### src/pkg/pwm3_fault_pkg.sv
// constants and types for the pwm channel 3 fault source selection block
package pwm3_fault_pkg;

  // ----------------------------------------------------------------
  // register bus
  // ----------------------------------------------------------------
  localparam int ADDR_W = 32;
  localparam int DATA_W = 32;

  localparam logic [31:0] SRC_EN_OFFSET = 32'h0003006C;
  localparam logic [31:0] IRQ_STATUS_OFFSET = 32'h00030100;
  localparam logic [31:0] IRQ_CLEAR_OFFSET = 32'h00030104;
  localparam logic [31:0] IRQ_ENABLE_OFFSET = 32'h00030108;

  // ----------------------------------------------------------------
  // source enable register layout
  // ----------------------------------------------------------------
  localparam int SRC_W = 15;
  localparam int OUTB_LSB = 16;
  localparam int OUTA_LSB = 0;
  localparam int UNUSED_BIT = 15;
  // positions inside one 15-bit half
  localparam int DIGCMP_LSB = 11;
  localparam int PIN_LSB = 7;
  localparam int ANACMP_LSB = 0;

  localparam logic [31:0] SRC_EN_RESET = 32'h00000000;
  localparam logic [31:0] SRC_EN_WMASK = 32'h7FFF7FFF;

  // ----------------------------------------------------------------
  // interrupt layout
  // ----------------------------------------------------------------
  localparam int IRQ_W = 2;
  localparam int IRQ_FAULT_A_BIT = 0;
  localparam int IRQ_FAULT_B_BIT = 1;
  localparam logic [1:0] IRQ_RESET = 2'h0;

  // ----------------------------------------------------------------
  // carriers
  // ----------------------------------------------------------------
  // field order matches one half of the enable register bit for bit
  typedef struct packed {
    logic [3:0] digcmp;
    logic [3:0] pin;
    logic [6:0] anacmp;
  } fault_src_s;

  typedef struct packed {
    logic [31:0] addr;
    logic [31:0] wdata;
    logic wr;
    logic rd;
  } reg_req_s;

endpackage

### src/rtl/pwm3_fault_source_select.sv
// fault source selection and register bank for pwm channel 3 outputs a and b
//
// Implementation choice: the plain strobed port.
`timescale 1ns/1ns
`default_nettype none

module pwm3_fault_source_select (
  input wire logic mclk,
  input wire logic resetn,
  input wire pwm3_fault_pkg::reg_req_s bus_req,
  output logic [31:0] rdata,
  input wire pwm3_fault_pkg::fault_src_s src,
  output logic fault_a,
  output logic fault_b,
  output logic irq
);

  // ----------------------------------------------------------------
  // helpers
  // ----------------------------------------------------------------
  function automatic logic src_hit(input pwm3_fault_pkg::fault_src_s s,
                                   input logic [14:0] en);
    src_hit = |(s & en);
  endfunction

  function automatic logic addr_is(input logic [31:0] a, input logic [31:0] off);
    addr_is = (a == off);
  endfunction

  // ----------------------------------------------------------------
  // state
  // ----------------------------------------------------------------
  logic [31:0] en_q;
  logic [31:0] en_d;
  logic [1:0] status_q;
  logic [1:0] status_d;
  logic [1:0] irqen_q;
  logic [1:0] irqen_d;
  logic [31:0] rdata_q;
  logic [31:0] rdata_d;
  logic fault_a_q;
  logic fault_a_d;
  logic fault_b_q;
  logic fault_b_d;
  logic [14:0] en_a;
  logic [14:0] en_b;
  logic [1:0] rise;
  logic [1:0] clr;

  assign en_a = en_q[pwm3_fault_pkg::OUTA_LSB +: pwm3_fault_pkg::SRC_W];
  assign en_b = en_q[pwm3_fault_pkg::OUTB_LSB +: pwm3_fault_pkg::SRC_W];

  // ----------------------------------------------------------------
  // source enable register
  // ----------------------------------------------------------------
  always_comb
  begin
    en_d = en_q;
    if (bus_req.wr && addr_is(bus_req.addr, pwm3_fault_pkg::SRC_EN_OFFSET))
    begin
      // bits 31 and 15 never store, so they read zero and never gate a source
      en_d = bus_req.wdata & pwm3_fault_pkg::SRC_EN_WMASK;
    end
  end

  always_ff @(posedge mclk)
  begin
    if (!resetn)
    begin
      en_q <= pwm3_fault_pkg::SRC_EN_RESET;
    end
    else
    begin
      en_q <= en_d;
    end
  end

  // ----------------------------------------------------------------
  // fault combining
  // ----------------------------------------------------------------
  // registered for a clean output; costs one cycle of fault latency
  always_comb
  begin
    fault_b_d = src_hit(src, en_b);
    fault_a_d = src_hit(src, en_a);
  end

  always_ff @(posedge mclk)
  begin
    if (!resetn)
    begin
      fault_a_q <= 1'b0;
      fault_b_q <= 1'b0;
    end
    else
    begin
      fault_a_q <= fault_a_d;
      fault_b_q <= fault_b_d;
    end
  end

  assign fault_a = fault_a_q;
  assign fault_b = fault_b_q;

  // ----------------------------------------------------------------
  // interrupts
  // ----------------------------------------------------------------
  always_comb
  begin
    rise = 2'h0;
    rise[pwm3_fault_pkg::IRQ_FAULT_A_BIT] = fault_a_d & ~fault_a_q;
    rise[pwm3_fault_pkg::IRQ_FAULT_B_BIT] = fault_b_d & ~fault_b_q;
    clr = 2'h0;
    if (bus_req.wr && addr_is(bus_req.addr, pwm3_fault_pkg::IRQ_CLEAR_OFFSET))
    begin
      clr = bus_req.wdata[pwm3_fault_pkg::IRQ_W-1:0];
    end
    // a new fault in the clearing cycle survives the clear
    status_d = (status_q & ~clr) | rise;
    irqen_d = irqen_q;
    if (bus_req.wr && addr_is(bus_req.addr, pwm3_fault_pkg::IRQ_ENABLE_OFFSET))
    begin
      irqen_d = bus_req.wdata[pwm3_fault_pkg::IRQ_W-1:0];
    end
  end

  always_ff @(posedge mclk)
  begin
    if (!resetn)
    begin
      status_q <= pwm3_fault_pkg::IRQ_RESET;
      irqen_q <= pwm3_fault_pkg::IRQ_RESET;
    end
    else
    begin
      status_q <= status_d;
      irqen_q <= irqen_d;
    end
  end

  assign irq = |(status_q & irqen_q);

  // ----------------------------------------------------------------
  // read path
  // ----------------------------------------------------------------
  always_comb
  begin
    rdata_d = 32'h00000000;
    if (bus_req.rd)
    begin
      if (addr_is(bus_req.addr, pwm3_fault_pkg::SRC_EN_OFFSET))
      begin
        rdata_d = en_q;
      end
      else if (addr_is(bus_req.addr, pwm3_fault_pkg::IRQ_STATUS_OFFSET))
      begin
        rdata_d = {30'h00000000, status_q};
      end
      else if (addr_is(bus_req.addr, pwm3_fault_pkg::IRQ_ENABLE_OFFSET))
      begin
        rdata_d = {30'h00000000, irqen_q};
      end
    end
  end

  always_ff @(posedge mclk)
  begin
    if (!resetn)
    begin
      rdata_q <= 32'h00000000;
    end
    else
    begin
      rdata_q <= rdata_d;
    end
  end

  assign rdata = rdata_q;

  logic src_wr;
  logic src_rd;
  assign src_wr = bus_req.wr && (bus_req.addr == pwm3_fault_pkg::SRC_EN_OFFSET);
  assign src_rd = bus_req.rd && (bus_req.addr == pwm3_fault_pkg::SRC_EN_OFFSET);
endmodule

`default_nettype wire

### config.mk
export PLATFORM = sky130hd
export DESIGN_NAME = pwm3_fault_source_select
export DESIGN_NICKNAME = d
export VERILOG_FILES = /design/src/pkg/pwm3_fault_pkg.sv /design/src/rtl/pwm3_fault_source_select.sv
export SDC_FILE = /design/constraint.sdc
export NUM_CORES = 1
export LEC_CHECK = 0
export CORE_UTILIZATION = 45
export CTS_CLUSTER_SIZE = 14
export DETAILED_ROUTE_END_ITERATION = 6
export DONT_BUFFER_PORTS = 1
export PLACE_DENSITY = 0.6
export SKIP_CTS_REPAIR_TIMING = 1
export SKIP_LAST_GASP = 1
export SLEW_MARGIN = 20
export SYNTH_ARGS = -nofsm -noshare
export SYNTH_HDL_FRONTEND = slang
export SYNTH_SLANG_ARGS = --single-unit
### constraint.sdc
create_clock -name mclk -period 1.34 [get_ports mclk]
set_input_delay 0.067 -clock mclk [delete_from_list [all_inputs] [get_ports mclk]]
set_output_delay 0.067 -clock mclk [all_outputs]
set_load 0.03 [all_outputs]
==> out/results.txt <==
Root Buffer: clkbuf_8
leading area contributor after synthesis: dfxtp_1
WP data required: 1560 ps
peak supply drop: 0.627 mV
Unique masters post-synth: 32
share of layout cells above drive strength 1: 0.143
total track usage: 0.209
global-route wire length before repair: 9.67 mm
via count: 2164
mux cell area share after synthesis: 0.127
CTS H-tree lvls: 3
Leakage Power: 1.31 nW
xor and xnor area share after synthesis: 0
largest net degree at the start of global routing: 68
Slew Viols, Final: 0
Antenna diodes: 0
Adder-Cell Fraction of Synth Area: 0
Routed WL per cell: 16.5 µm
total power: 3.94 mW
Placement Rows: 27
main combinational cell family by area after synthesis: simple AND/OR/NAND/NOR gates
post-layout net count: 415
compound-gate portion of the synthesized area: 0.0587
TritonCTS sink count: 66
top cells by area, synth: dfxtp_1 (49%), mux2i_1 (12%), nand2_1 (9.3%)
fin cells: 407
number of antenna violations at the first check in global routing: 0
Starting Density: 0.480
Synth Instances: 267
HP Class: input port to flop
WP data arrival: 1460 ps
register area: 1320 µm²
fin crit share: 0.930
routed vias/inst: 5.32
Post-DP Area: 2790 µm²
status: completed
clock slew at reported path FFs: 70 ps
DRT iter0 DRCs: 116
critical path launch point type: flop
CTS tree: built
flops & latches, synth: 66
CTS Buf Count: 9
Filler Cells Inserted: 468
DP HPWL: 4.48 mm
Area Overhead vs Synth: 30.8%
Worst setup EP type: flop
design area: 3540 µm²
Max Cap Viol: 0
cell area power density: 1110 nW/µm²
Hold Crit Depth: 2
minimum clock period: 1250 ps
final hold violations: 0
core area: 5640 µm²
clock buffer depth: 2
Die Y: 79.6 µm
syn avg cell area: 10.1 µm²
Fmax: 802 MHz
RSZ-0062 raised after global routing: yes
Crit Path Max Fanout: 2
mapped cell area: 2710 µm²
final worst setup slack: 93.5 ps
RePlAce Congestion: 0.755
DRT antenna net count: 0
IO Pins: 118
DRT Pass-1 Iters: 4
Setup CP Type: flop to flop
Remaining DRCs: 0
R2R depth: 5
Die X: 79.6 µm
multi-input logic area: 1250 µm²
Min Hold Slack: 18.3 ps
top-area cell type share of the netlist area: 0.488
Worst-Skew Late Latency: 340 ps
Placed Cells: 340
vias in the first global route: 1945
GR Overflow Total: 0
Synth Area in Simple Gates: 0.265
Final Skew: 7.27 ps
register area share after synthesis: 0.488
dpl ws: -187 ps
IO buf count: 0
count of final setup violators: 0
Yosys warnings: 0
drt total wl: 6.74 mm
Die Area: 6330 µm²
## cells in the mapped netlist
| master | count |
|---|---|
| buf_2 | 3 |
| or2_2 | 1 |
| nor4_4 | 4 |
| nand4_2 | 1 |
| a222oi_1 | 2 |
| nand2_1 | 67 |
| nand4bb_2 | 1 |
| nor3_1 | 2 |
| a22o_1 | 3 |
| nand3_1 | 5 |
| nand4_1 | 6 |
| nor3b_1 | 1 |
| nor4bb_1 | 1 |
| a22oi_1 | 12 |
| nor4_1 | 3 |
| conb_1 | 1 |
| nor2_1 | 1 |
| mux2_2 | 2 |
| nor2b_1 | 1 |
| o22ai_1 | 2 |
| dlygate4sd1_1 | 1 |
| and2_1 | 28 |
| buf_4 | 2 |
| dfxtp_1 | 66 |
| nor2_2 | 1 |
| or3_2 | 1 |
| mux2i_1 | 32 |
| inv_1 | 3 |
| buf_6 | 4 |
| nor4_2 | 3 |
| o21ai_0 | 2 |
| clkbuf_8 | 5 |
## final cells by class
class | instances | area share
tap | 72 | 0.0254
clock buffer | 11 | 0.0399
sequential | 66 | 0.374
clock inverter | 3 | 0.0184
timing repair buffer | 68 | 0.187
multi-input combinational | 184 | 0.352
inverter | 3 | 0.00318
## sequential cells by signal, indices dropped and copies added (netlist names)
signal / count
fault_b: 1
status_q: 2
irqen_q: 2
en_q: 30
fault_a: 1
rdata: 30
## layout by cell type (no fill, tap or decap), types with 3 or more instances in the layout
cell type / Yosys / final
a22o_1: 3 / 3
buf_4: 2 / 15
nand4_1: 6 / 6
dfxtp_1: 66 / 64
nand3_1: 5 / 5
inv_1: 3 / 3
and2_1: 28 / 28
nor4_4: 4 / 5
a22oi_1: 12 / 12
mux2i_1: 32 / 32
nand2_1: 67 / 67
nor4_1: 3 / 3
dlygate4sd3_1: 0 / 51
clkbuf_8: 5 / 10
## per-layer routing
metal | vias up | track usage | share of wire
met2 | 89 | 0.320 | 0.49
met4 | 0 | 0.120 | 0.023
li1 | 1045 | - | -
met5 | - | 0 | 0
met3 | 15 | 0.0903 | 0.084
met1 | 1015 | 0.243 | 0.40
## report_power, final
group / internal [mW] / leakage [nW] / switching [mW]
clock: 1.08 / 0.105 / 0.702
sequential: 1.96 / 0.532 / 0.000000000247
combinational: 0.129 / 0.671 / 0.0768
total: 3.17 / 1.31 / 0.779
## through the flow
stage / utilization / TNS, ps
after floorplan: - / -444
after global placement: 0.494 / -6280
after detailed placement: 0.494 / -7500
after CTS: 0.531 / 0
after global routing: 0.628 / -78.2
final: 0.628 / 0
## cell families (layout without fill, tap and decap cells)
logic type | count (synthesis) | in the layout
mux | 34 | 34
flops | 66 | 66
other cells | 1 | 2
simple gates | 127 | 127
buf+inv | 18 | 85
compound gates | 21 | 21
## worst paths after layout
check / slack (ps) / start / to
max: 90 / en_q[4]$_SDFFE_PN0P_ / status_q[0]$_SDFF_PN0_
min: 20 / bus_req[37] / rdata[1]$_SDFF_PN0_
max reg2reg: 90 / en_q[4]$_SDFFE_PN0P_ / status_q[0]$_SDFF_PN0_
min reg2reg: 480 / en_q[6]$_SDFFE_PN0P_ / en_q[6]$_SDFFE_PN0P_
## critical path: stages (launching register included)
cell and delay [ps]:
dfxtp_2 330, a222oi_1 330, nand3_1 110, o21ai_1 140
buf_4 140, o22ai_2 70
Note: power is estimated with default switching activity, not from simulation.
